===== config.mk =====
export PLATFORM = sky130hd
export DESIGN_NAME = dbghas_regblock
export DESIGN_NICKNAME = d
export VERILOG_FILES = /design/src/hdl/dbghas_pkg.sv /design/src/hdl/dbghas_mask_if.sv /design/src/hdl/dbghas_regblock.sv /design/src/hdl/dbghas_mask_store.sv /design/src/hdl/dbghas_cmd_track.sv
export VERILOG_INCLUDE_DIRS = /design/src /design/src/hdl
export SDC_FILE = /design/constraint.sdc
export NUM_CORES = 1
export LEC_CHECK = 0
export BUFFER_PORTS_ARGS = -buffer_cell sky130_fd_sc_hd__buf_4
export CORE_MARGIN = 2
export CORE_UTILIZATION = 56
export CTS_CLUSTER_SIZE = 25
export DETAILED_ROUTE_END_ITERATION = 16
export GPL_ROUTABILITY_DRIVEN = 0
export PLACE_DENSITY = 0.88
export SETUP_SLACK_MARGIN = 0.15
export SKIP_CTS_REPAIR_TIMING = 1
export SYNTH_ARGS = -nofsm -noshare
export SYNTH_HDL_FRONTEND = slang
export SYNTH_SLANG_ARGS = --single-unit

===== constraint.sdc =====
create_clock -name clk -period 8.29 [get_ports clk]
set_input_delay 0.4145 -clock clk [delete_from_list [all_inputs] [get_ports clk]]
set_output_delay 0.4145 -clock clk [all_outputs]
set_load 0.05 [all_outputs]

===== src/hdl/dbghas_regs.svh =====
/*
 * register offsets, field positions, reset values and limits for the hart info,
 * hart mask window and command control/status registers.
 * assumes word-indexed register addresses on the debug module interface.
 */
`ifndef DBGHAS_REGS_SVH
`define DBGHAS_REGS_SVH

// register indices on the debug module interface
`define DBGHAS_ADDR_HARTINFO 7'h12
`define DBGHAS_ADDR_WINSEL 7'h14
`define DBGHAS_ADDR_WINDOW 7'h15
`define DBGHAS_ADDR_CMDCS 7'h16
`define DBGHAS_ADDR_COMMAND 7'h17
`define DBGHAS_ADDR_AUTOEXEC 7'h18
`define DBGHAS_ADDR_DATA_LO 7'h04
`define DBGHAS_ADDR_DATA_HI 7'h0F
`define DBGHAS_ADDR_PBUF_LO 7'h20
`define DBGHAS_ADDR_PBUF_HI 7'h2F

// hart info field positions
`define DBGHAS_HI_SCRATCH_LSB 20
`define DBGHAS_HI_KIND_BIT 16
`define DBGHAS_HI_SIZE_LSB 12
`define DBGHAS_HI_LOC_LSB 0

// command control/status field positions
`define DBGHAS_CS_PBUF_LSB 24
`define DBGHAS_CS_BUSY_BIT 12
`define DBGHAS_CS_RELAX_BIT 11
`define DBGHAS_CS_ERR_LSB 8
`define DBGHAS_CS_DCOUNT_LSB 0

// limits and resets
`define DBGHAS_SHADOW_SIZE_MAX 4'hC
`define DBGHAS_PBUF_MAX 5'h10
`define DBGHAS_DCOUNT_MIN 4'h1
`define DBGHAS_DCOUNT_MAX 4'hC
`define DBGHAS_WINSEL_RESET 15'h0000
`define DBGHAS_WORD_BITS 32

`endif


===== src/hdl/dbghas_pkg.sv =====
/*
 * types shared by the hart info / abstract status register block.
 * assumes the constants header is included by whoever needs numbers.
 */
package dbghas_pkg;

	// error codes held in the sticky error field
	typedef enum logic [2:0] {
		ERR_NONE,
		ERR_BUSY,
		ERR_UNSUPPORTED,
		ERR_EXCEPTION,
		ERR_HART_STATE,
		ERR_BUS,
		ERR_RESERVED,
		ERR_OTHER
	} dbghas_err_type;

	// command tracking states
	typedef enum logic [1:0] {
		ST_IDLE,
		ST_RUN
	} dbghas_state_type;

endpackage


===== src/hdl/dbghas_mask_if.sv =====
/*
 * carrier between the register block and its hart mask window store.
 * assumes a single clock shared by both ends.
 */
`timescale 1ns/1ns
`default_nettype none
interface dbghas_mask_if #(parameter int SEL_W = 15);
	logic [SEL_W-1:0] sel; // current window select
	logic wrEn; // write strobe for the visible slice
	logic [31:0] wrData; // data written into the slice
	logic [31:0] rdData; // visible slice, fixed-zero bits cleared
	modport store (input sel, input wrEn, input wrData, output rdData);
	modport ctrl (output sel, output wrEn, output wrData, input rdData);
endinterface
`default_nettype wire


===== src/hdl/dbghas_regblock.sv =====
/*
 * hart info, hart mask window select/window and command control/status
 * registers of the debug module, reached over the debug module interface.
 * assumes word-indexed addresses, one-cycle request strobes and a command
 * engine that reports completion with a done pulse and a result code.
 */
`timescale 1ns/1ns
`default_nettype none
`include "dbghas_regs.svh"
module dbghas_regblock import dbghas_pkg::*; #(
	parameter bit HARTINFO_EN = 1'b1,
	parameter logic [3:0] SCRATCH_COUNT = 4'h1,
	parameter bit SHADOW_KIND = 1'b1,
	parameter logic [3:0] SHADOW_SIZE = 4'h2,
	parameter logic [11:0] SHADOW_LOC = 12'h380,
	parameter int NHARTS = 48,
	parameter int SEL_W = 15,
	parameter logic [4:0] PBUF_SIZE = 5'h08,
	parameter logic [3:0] DATA_COUNT = 4'h2,
	parameter bit RELAX_EN = 1'b1
) (
	input wire logic clk, // debug module clock
	input wire logic rst, // module-active reset, high
	input wire logic reqValid, // one-cycle access strobe
	input wire logic reqWrite, // 1 write, 0 read
	input wire logic [6:0] reqAddr, // register index
	input wire logic [31:0] reqWdata, // write data
	output logic [31:0] rspRdata, // read data, held
	output logic rspValid, // answer pulse
	input wire logic [9:0] hartSelLo, // selected hart low bits
	input wire logic [9:0] hartSelHi, // selected hart high bits
	input wire logic cmdDone, // engine finished command
	input wire logic [2:0] cmdDoneErr, // engine result code
	output logic cmdStart, // command accepted pulse
	output logic cmdBusy, // busy copy
	output logic [2:0] cmdErr, // error field copy
	output logic relaxedChecks, // relaxed permission checks
	output logic [19:0] selHart // selected hart index
);
	dbghas_mask_if #(.SEL_W(SEL_W)) mif();

	logic [SEL_W-1:0] winSel_q, winSel_d; // window select
	logic relax_q, relax_d; // relaxed privilege
	logic [31:0] rdata_q, rdata_d;
	logic rvalid_q, rvalid_d;
	logic [19:0] selHart_q, selHart_d;
	logic [SEL_W-1:0] selMask;
	logic busyW;
	logic [2:0] errW;
	logic startW;
	logic hitCs, hitCmd, hitAuto, hitData, hitPbuf;
	logic violation;

	// address decode helper
	function automatic logic inRange(input logic [6:0] a, input logic [6:0] lo,
		input logic [6:0] hi);
		return (a >= lo) && (a <= hi);
	endfunction

	// hart info word from presets
	function automatic logic [31:0] hartInfoWord();
		logic [31:0] w;
		w = 32'h0000_0000;
		if (HARTINFO_EN) begin
			w[`DBGHAS_HI_SCRATCH_LSB +: 4] = SCRATCH_COUNT;
			w[`DBGHAS_HI_KIND_BIT] = SHADOW_KIND;
			w[`DBGHAS_HI_SIZE_LSB +: 4] = (SHADOW_SIZE > `DBGHAS_SHADOW_SIZE_MAX) ?
				`DBGHAS_SHADOW_SIZE_MAX : SHADOW_SIZE;
			w[`DBGHAS_HI_LOC_LSB +: 12] = SHADOW_LOC;
		end
		return w;
	endfunction

	// tie select bits above what the mask needs
	always_comb begin
		selMask = '0;
		for (int b = 0; b < SEL_W; b++) begin
			selMask[b] = ((1 << b) * `DBGHAS_WORD_BITS) < NHARTS;
		end
	end

	// program buffer size as reported, never above sixteen words
	localparam logic [4:0] PBUF_RPT = (PBUF_SIZE > `DBGHAS_PBUF_MAX) ?
		`DBGHAS_PBUF_MAX : PBUF_SIZE;
	// data count as reported, held between one and twelve words
	localparam logic [3:0] DCOUNT_RPT = (DATA_COUNT < `DBGHAS_DCOUNT_MIN) ?
		`DBGHAS_DCOUNT_MIN : (DATA_COUNT > `DBGHAS_DCOUNT_MAX) ?
		`DBGHAS_DCOUNT_MAX : DATA_COUNT;

	logic wrReq; // write request this cycle
	logic rdReq; // read request this cycle
	logic wrWinSel; // window select written
	logic wrWindow; // window slice written
	logic wrCs; // control/status written
	logic errClr; // status write taken while idle
	logic [31:0] csWordW; // live control/status word

	// split the strobe into read and write requests
	always_comb begin
		wrReq = reqValid && reqWrite;
		rdReq = reqValid && !reqWrite;
	end

	// decode of the accesses that matter to command tracking
	always_comb begin
		hitCs = reqValid && (reqAddr == `DBGHAS_ADDR_CMDCS);
		hitCmd = reqValid && reqWrite && (reqAddr == `DBGHAS_ADDR_COMMAND);
		hitAuto = reqValid && reqWrite && (reqAddr == `DBGHAS_ADDR_AUTOEXEC);
		hitData = reqValid && inRange(reqAddr, `DBGHAS_ADDR_DATA_LO,
			`DBGHAS_ADDR_DATA_LO + {3'h0, DATA_COUNT} - 7'h01);
		hitPbuf = reqValid && (PBUF_SIZE != 5'h00) && inRange(reqAddr,
			`DBGHAS_ADDR_PBUF_LO, `DBGHAS_ADDR_PBUF_LO + {2'h0, PBUF_SIZE} - 7'h01);
		violation = busyW && ((hitCs && reqWrite) || hitAuto || hitData || hitPbuf);
	end

	// register writes steered by the decode
	always_comb begin
		wrWinSel = wrReq && (reqAddr == `DBGHAS_ADDR_WINSEL);
		wrWindow = wrReq && (reqAddr == `DBGHAS_ADDR_WINDOW);
		wrCs = wrReq && hitCs;
		// a status write while running only marks the busy error
		errClr = wrCs && !busyW;
	end

	// live status word; busy, relax and error change at run time
	always_comb begin
		csWordW = 32'h0000_0000;
		csWordW[`DBGHAS_CS_PBUF_LSB +: 5] = PBUF_RPT;
		csWordW[`DBGHAS_CS_BUSY_BIT] = busyW;
		csWordW[`DBGHAS_CS_RELAX_BIT] = relax_q;
		csWordW[`DBGHAS_CS_ERR_LSB +: 3] = errW;
		csWordW[`DBGHAS_CS_DCOUNT_LSB +: 4] = DCOUNT_RPT;
	end

	// busy tracking and sticky error field
	dbghas_cmd_track dbghas_cmd_track_inst (
		.clk(clk),
		.rst(rst),
		.cmdWrite(hitCmd), // command register written
		.busyViolation(violation), // forbidden access while running
		.errClrWe(errClr), // clear only while idle
		.errClrMask(reqWdata[`DBGHAS_CS_ERR_LSB +: 3]), // ones clear bits
		.cmdDone(cmdDone),
		.cmdDoneErr(cmdDoneErr),
		.busy(busyW),
		.err(errW),
		.startPulse(startW)
	);

	// hart array mask, one slice visible at a time
	dbghas_mask_store #(.NHARTS(NHARTS), .SEL_W(SEL_W)) dbghas_mask_store_inst (
		.clk(clk),
		.rst(rst),
		.mif(mif)
	);

	// window port: select from its register, slice data straight from the bus
	assign mif.sel = winSel_q;
	assign mif.wrEn = wrWindow;
	assign mif.wrData = reqWdata;

	// window select keeps only the bits the mask needs
	always_comb begin
		winSel_d = winSel_q;
		if (wrWinSel) begin
			winSel_d = reqWdata[SEL_W-1:0] & selMask;
		end
	end

	// window select register
	always_ff @(posedge clk or posedge rst) begin
		if (rst) begin
			winSel_q <= SEL_W'(`DBGHAS_WINSEL_RESET);
		end else begin
			winSel_q <= winSel_d;
		end
	end

	// relax bit follows idle status writes when the option is built in
	always_comb begin
		relax_d = relax_q;
		if (errClr && RELAX_EN) begin
			relax_d = reqWdata[`DBGHAS_CS_RELAX_BIT];
		end
	end

	// relax register; full checks after reset
	always_ff @(posedge clk or posedge rst) begin
		if (rst) begin
			relax_q <= 1'b0;
		end else begin
			relax_q <= relax_d;
		end
	end

	// read mux; a write answers with the last read data still standing
	always_comb begin
		rdata_d = rdata_q;
		if (rdReq) begin
			case (reqAddr)
				// hart info: presets, or all zero when left out
				`DBGHAS_ADDR_HARTINFO: begin
					rdata_d = hartInfoWord();
				end
				// window select, tied bits read zero
				`DBGHAS_ADDR_WINSEL: begin
					rdata_d = 32'({winSel_q});
				end
				// visible mask slice
				`DBGHAS_ADDR_WINDOW: begin
					rdata_d = mif.rdData;
				end
				// command control and status
				`DBGHAS_ADDR_CMDCS: begin
					rdata_d = csWordW;
				end
				// unmapped indices read zero
				default: begin
					rdata_d = 32'h0000_0000;
				end
			endcase
		end
	end

	// read data register
	always_ff @(posedge clk or posedge rst) begin
		if (rst) begin
			rdata_q <= 32'h0000_0000;
		end else begin
			rdata_q <= rdata_d;
		end
	end

	// every request is answered one cycle later
	always_comb begin
		rvalid_d = reqValid;
	end

	// answer strobe register
	always_ff @(posedge clk or posedge rst) begin
		if (rst) begin
			rvalid_q <= 1'b0;
		end else begin
			rvalid_q <= rvalid_d;
		end
	end

	// selected hart index, joined from its two halves
	always_comb begin
		selHart_d = {hartSelHi, hartSelLo};
	end

	// selected hart register
	always_ff @(posedge clk or posedge rst) begin
		if (rst) begin
			selHart_q <= 20'h00000;
		end else begin
			selHart_q <= selHart_d;
		end
	end

	// busy copy, one cycle behind the status word
	always_ff @(posedge clk or posedge rst) begin
		if (rst) begin
			cmdBusy <= 1'b0;
		end else begin
			cmdBusy <= busyW;
		end
	end

	// error field copy, one cycle behind the status word
	always_ff @(posedge clk or posedge rst) begin
		if (rst) begin
			cmdErr <= 3'h0;
		end else begin
			cmdErr <= errW;
		end
	end

	// outputs straight from their registers
	assign rspRdata = rdata_q;
	assign rspValid = rvalid_q;
	assign cmdStart = startW;
	assign relaxedChecks = relax_q;
	assign selHart = selHart_q;
endmodule
`default_nettype wire


===== src/hdl/dbghas_mask_store.sv =====
/*
 * hart array mask storage, viewed one 32-bit slice at a time.
 * assumes the controller writes only while the window address is hit.
 */
`timescale 1ns/1ns
`default_nettype none
module dbghas_mask_store import dbghas_pkg::*; #(
	parameter int NHARTS = 48,
	parameter int SEL_W = 15
) (
	input wire logic clk, // debug module clock
	input wire logic rst, // asynchronous reset, active high
	dbghas_mask_if.store mif // window access port
);
	localparam int NWORDS = (NHARTS + 31) / 32;

	logic [31:0] mask_q [NWORDS]; // mask words
	logic [31:0] mask_d [NWORDS]; // next mask words

	// which bits of a slice are backed by a real hart
	function automatic logic [31:0] validBits(input logic [SEL_W-1:0] s);
		logic [31:0] v;
		v = 32'h0000_0000;
		for (int n = 0; n < 32; n++) begin
			v[n] = ((32 * int'(s)) + n) < NHARTS;
		end
		return v;
	endfunction

	// write into selected slice, only real hart bits stored
	always_comb begin
		for (int w = 0; w < NWORDS; w++) begin
			mask_d[w] = mask_q[w];
			if (mif.wrEn && (int'(mif.sel) == w)) begin
				mask_d[w] = mif.wrData & validBits(mif.sel);
			end
		end
	end

	// register the mask
	always_ff @(posedge clk or posedge rst) begin
		if (rst) begin
			for (int w = 0; w < NWORDS; w++) begin
				mask_q[w] <= 32'h0000_0000;
			end
		end else begin
			mask_q <= mask_d;
		end
	end

	// read view; unbacked positions read zero
	always_comb begin
		mif.rdData = 32'h0000_0000;
		for (int w = 0; w < NWORDS; w++) begin
			if (int'(mif.sel) == w) begin
				mif.rdData = mask_q[w] & validBits(mif.sel);
			end
		end
	end
endmodule
`default_nettype wire


===== src/hdl/dbghas_cmd_track.sv =====
/*
 * busy tracking and sticky error field for abstract commands.
 * assumes the execution engine pulses done once per started command.
 */
`timescale 1ns/1ns
`default_nettype none
module dbghas_cmd_track import dbghas_pkg::*; (
	input wire logic clk, // debug module clock
	input wire logic rst, // asynchronous reset, active high
	input wire logic cmdWrite, // command register write
	input wire logic busyViolation, // forbidden access while busy
	input wire logic errClrWe, // control/status write, not while busy
	input wire logic [2:0] errClrMask, // ones clear error bits
	input wire logic cmdDone, // engine finished
	input wire logic [2:0] cmdDoneErr, // engine result code
	output logic busy, // command running
	output logic [2:0] err, // sticky error field
	output logic startPulse // command accepted
);
	dbghas_state_type state_q, state_d;
	logic [2:0] err_q, err_d;
	logic pend_q, pend_d; // violation seen during this command
	logic start_q, start_d;

	// next state for busy, pending violation and error
	always_comb begin
		state_d = state_q;
		err_d = err_q;
		pend_d = pend_q;
		start_d = 1'b0;
		case (state_q)
			ST_IDLE: begin
				if (errClrWe) begin
					err_d = err_q & ~errClrMask;
				end
				if (cmdWrite && (err_q == ERR_NONE)) begin
					state_d = ST_RUN;
					start_d = 1'b1;
					pend_d = 1'b0;
				end
			end
			ST_RUN: begin
				if (busyViolation || cmdWrite) begin
					pend_d = 1'b1;
				end
				if (cmdDone) begin
					state_d = ST_IDLE;
					pend_d = 1'b0;
					if (err_q == ERR_NONE) begin
						if (pend_q || busyViolation || cmdWrite) begin
							err_d = ERR_BUSY;
						end else begin
							err_d = cmdDoneErr;
						end
					end
				end
			end
			default: begin
				state_d = ST_IDLE;
			end
		endcase
	end

	// register
	always_ff @(posedge clk or posedge rst) begin
		if (rst) begin
			state_q <= ST_IDLE;
			err_q <= 3'h0;
			pend_q <= 1'b0;
			start_q <= 1'b0;
		end else begin
			state_q <= state_d;
			err_q <= err_d;
			pend_q <= pend_d;
			start_q <= start_d;
		end
	end

	assign busy = (state_q == ST_RUN);
	assign err = err_q;
	assign startPulse = start_q;
endmodule
`default_nettype wire


==> results.yml <==
worst_setup_path:
  worst_setup_path_end_kind: "flop"
  r2r_slack_ns: 5.24
  slowest_stage: "sky130_fd_sc_hd__nor2_4"
  crit_fanout: 32
  arrival_ns: 3.44
  timing.rr.start: "mif.sel[0]"
  crit_type: "reg -> reg"
  crit_path_cell_trace: "nand4b_1 > nor2_4 > mux2_2"
  critical_path.max_stage_delay_ns: 0.95
  crit_family: "simple AND/OR/NAND/NOR gates"
  path_buf_inv: 0
  worstRegToRegCells: 3
  startpoint_type: "flop"
  worst_r2r_endpoint: "dbghas_mask_store_inst.mask_q[33]"
  worst-endpoint-required_ns: 8.68
route:
  ant_nets: 0
  drcViolationCount: 0
  vias: 3362
  vias_per_cell: 5.65
  drt_first_iter_violations: 201
  drt-pass1-iter-count: 4
  final_wirelength_mm: 11.1
  wl_per_cell_um: 18.7
pwr:
  seq_power_share_pct: 39.5
  power_density_nw_per_um2: 234
  vdd_ir_drop_max_mv: 0.168
  leakage_nw: 3.04
  internal_mw: 1.15
  power.combinational.fraction_pct: 7.9
  switchingPower_mw: 0.317
  power.clock.fraction_pct: 52.6
  net_switching_share_of_the_total_power_pct: 21.6
global_routing:
  gr_usage_total_pct: 26.9
  grt_start_max_net_pins: 67
  first_global_vias: 3420
  grt-ovfl-total: 0
  grt_pass1_wl_mm: 17.5
  antenna_found_initial: 0
layout:
  stdcell_area_um2: 6280
  final_common_cell: "sky130_fd_sc_hd__buf_4"
  post_route_cells_drive_above_1_share_pct: 43.2
  number_of_nets_in_the_finished_design: 548
  insertedDiodeCount: 0
  syn2layout_area_growth_pct: 41.2
  layout.cells.most_common_list: "127 x sky130_fd_sc_hd__buf_4, 113 x sky130_fd_sc_hd__dfrtp_1, 51 x sky130_fd_sc_hd__mux2_2, 43 x sky130_fd_sc_hd__nand2_1, 20 x sky130_fd_sc_hd__dlygate4sd3_1"
sta:
  worstMarginPinSlew_ns: 1.26
  timing.slew.headroom_pct: 15.5
  final.setup.tns_ns: 0
  finish_stage_setup_viols: 0
  final_hold_viol_count: 47
  rsz0062_at_grt: "false"
  min_period_ns: 3.05
  smallest_hold_slack_ns: -0.0353
  maxClockFrequency_ghz: 0.328
  maxSlewViolCount: 0
  finalCritPeriodShare_pct: 36.8
  worst_clock_skew_ns: 0.00660
yosys:
  synth_top_area_share_pct: 63.6
  synth_seq_cells: 113
  yosysTopAreaCell: "sky130_fd_sc_hd__dfrtp_1"
  synth_enable_flop_cells: 0
  post_synth.cell_area_avg_um2: 13.3
  syn-instance-count: 333
  mappedNetlistArea_um2: 4440
  synth_warnings: 0
  yosys_most_used_dff: "sky130_fd_sc_hd__dfrtp_1"
  synth_sequential_area_ratio_pct: 63.6
  async_reset_ff_share_pct: 100
  synth_cell_type_count: 44
  post_synth_main_area_contributors: "sky130_fd_sc_hd__dfrtp_1 64%, sky130_fd_sc_hd__mux2_2 13%, sky130_fd_sc_hd__nand2_1 3.6%, sky130_fd_sc_hd__mux2i_1 2.7%, sky130_fd_sc_hd__o31ai_1 1.9%"
  syn_nets: 400
clock_network:
  cts_tree: "built"
  clk_latency_ns: 0.51
  cts_buffers: 17
  clock_root_buffer: "sky130_fd_sc_hd__clkbuf_8"
  cts.sink_count: 113
  clock_path_buffers: 2
  cts.reportedPaths.clkPinSlew_ns: 0.05
  h-tree-depth: 4
placed_design:
  portBuffers: 125
  dpl_cell_area_um2: 5450
  hpwl_mm: 6.61
die:
  dieHeight_um: 93.1
  rows: 32
  die-area_um2: 8660
  core_region_area_um2: 7730
  design.portCount: 126
  initial_utilization_pct: 57.5
  chipWidth_um: 93.1
status:
  status: "finished with violations"
  failed_checks: "hold timing"
worst_hold_path:
  hold_path_class: "in -> async"
run:
  cap_violations: 0
-- Yosys cell counts (2+ instances only) --
cell	number
sky130_fd_sc_hd__dfrtp_1	113
sky130_fd_sc_hd__mux2_2	51
sky130_fd_sc_hd__nand2_1	43
sky130_fd_sc_hd__o21ai_0	14
sky130_fd_sc_hd__mux2i_1	12
sky130_fd_sc_hd__clkbuf_1	11
sky130_fd_sc_hd__o31ai_1	11
sky130_fd_sc_hd__nor2b_1	7
sky130_fd_sc_hd__a22o_1	6
sky130_fd_sc_hd__o22ai_1	6
sky130_fd_sc_hd__nor2_1	5
sky130_fd_sc_hd__inv_1	4
sky130_fd_sc_hd__a21oi_1	3
sky130_fd_sc_hd__a22oi_1	3
sky130_fd_sc_hd__buf_4	3
sky130_fd_sc_hd__nand2b_1	3
sky130_fd_sc_hd__nor3_1	3
sky130_fd_sc_hd__o211ai_1	3
sky130_fd_sc_hd__a32o_1	2
sky130_fd_sc_hd__buf_1	2
sky130_fd_sc_hd__mux2_1	2
sky130_fd_sc_hd__nand3_1	2
sky130_fd_sc_hd__o2bb2ai_1	2
sky130_fd_sc_hd__or4b_1	2
-- kinds of logic after synthesis --
logic type / after synthesis / synth area share [%]
AND/OR/NAND/NOR: 77 / 9.15
flip-flops: 113 / 63.6
AO/OA/AOI/OAI: 56 / 8.78
multiplexers: 65 / 16.1
buffers and inverters: 22 / 2.31
-- registers in the layout (all words and copies together), names as in the netlist, 3 cells and up --
register	cells
dbghas_mask_store_inst.mask_q	48
rspRdata	32
selHart	20
cmdErr	3
dbghas_cmd_track_inst.err	3
-- per-layer routing --
| metal | routed length (um) | GRT usage, % | part of all wire (%) | vias to the layer above |
|---|---|---|---|---|
| met5 | 0 | 0 | 0 | - |
| met2 | 5790 | 45.1 | 52 | 170 |
| met3 | 939 | 8.78 | 8.4 | 23 |
| li1 | - | - | - | 1494 |
| met4 | 163 | 8.70 | 1.5 | 0 |
| met1 | 4220 | 33.2 | 38 | 1675 |
-- final cells by class --
type | count | area (um^2)
flip-flops and latches | 113 | 2830
well taps | 102 | 128
clock buffers | 21 | 449
inverters | 4 | 17.5
clock inverters | 10 | 183
fillers | 395 | 1450
repair buffers | 147 | 1150
multi-input cells | 198 | 1520
-- metrics by stage --
stage               setup WS [ns]  cells  power [mW]  utilization [%]
global route                 5.12    595        1.51             81.2
detailed placement           5.21    544       0.695             70.5
finish                       5.24    595        1.47             81.2
floorplan                    4.89    333       0.644                -
CTS                          5.25    575        1.46             78.6
global placement             5.30    544       0.691             70.5
-- worst max-delay path by stage --
stage / cells after the start / startpoint / to
4_1_cts: 3 / mif.sel[0] / dbghas_mask_store_inst.mask_q[43]
2_1_floorplan: 1 / rst / cmdBusy
5_1_grt: 3 / mif.sel[0] / dbghas_mask_store_inst.mask_q[33]
3_5_place_dp: 5 / reqAddr[3] / dbghas_mask_store_inst.mask_q[59]
6_report: 3 / mif.sel[0] / dbghas_mask_store_inst.mask_q[33]
3_3_place_gp: 5 / reqAddr[3] / dbghas_mask_store_inst.mask_q[54]
-- power by group through the flow --
stage               combinational [mW]  sequential, mW  clock [mW]
CTS                              0.109           0.578       0.776
detailed placement               0.108           0.587           0
floorplan                       0.0337           0.610           0
finish                           0.116           0.579       0.772
global route                     0.125           0.580       0.805
global placement                 0.105           0.586           0
Power figures use the tool's default switching activity.
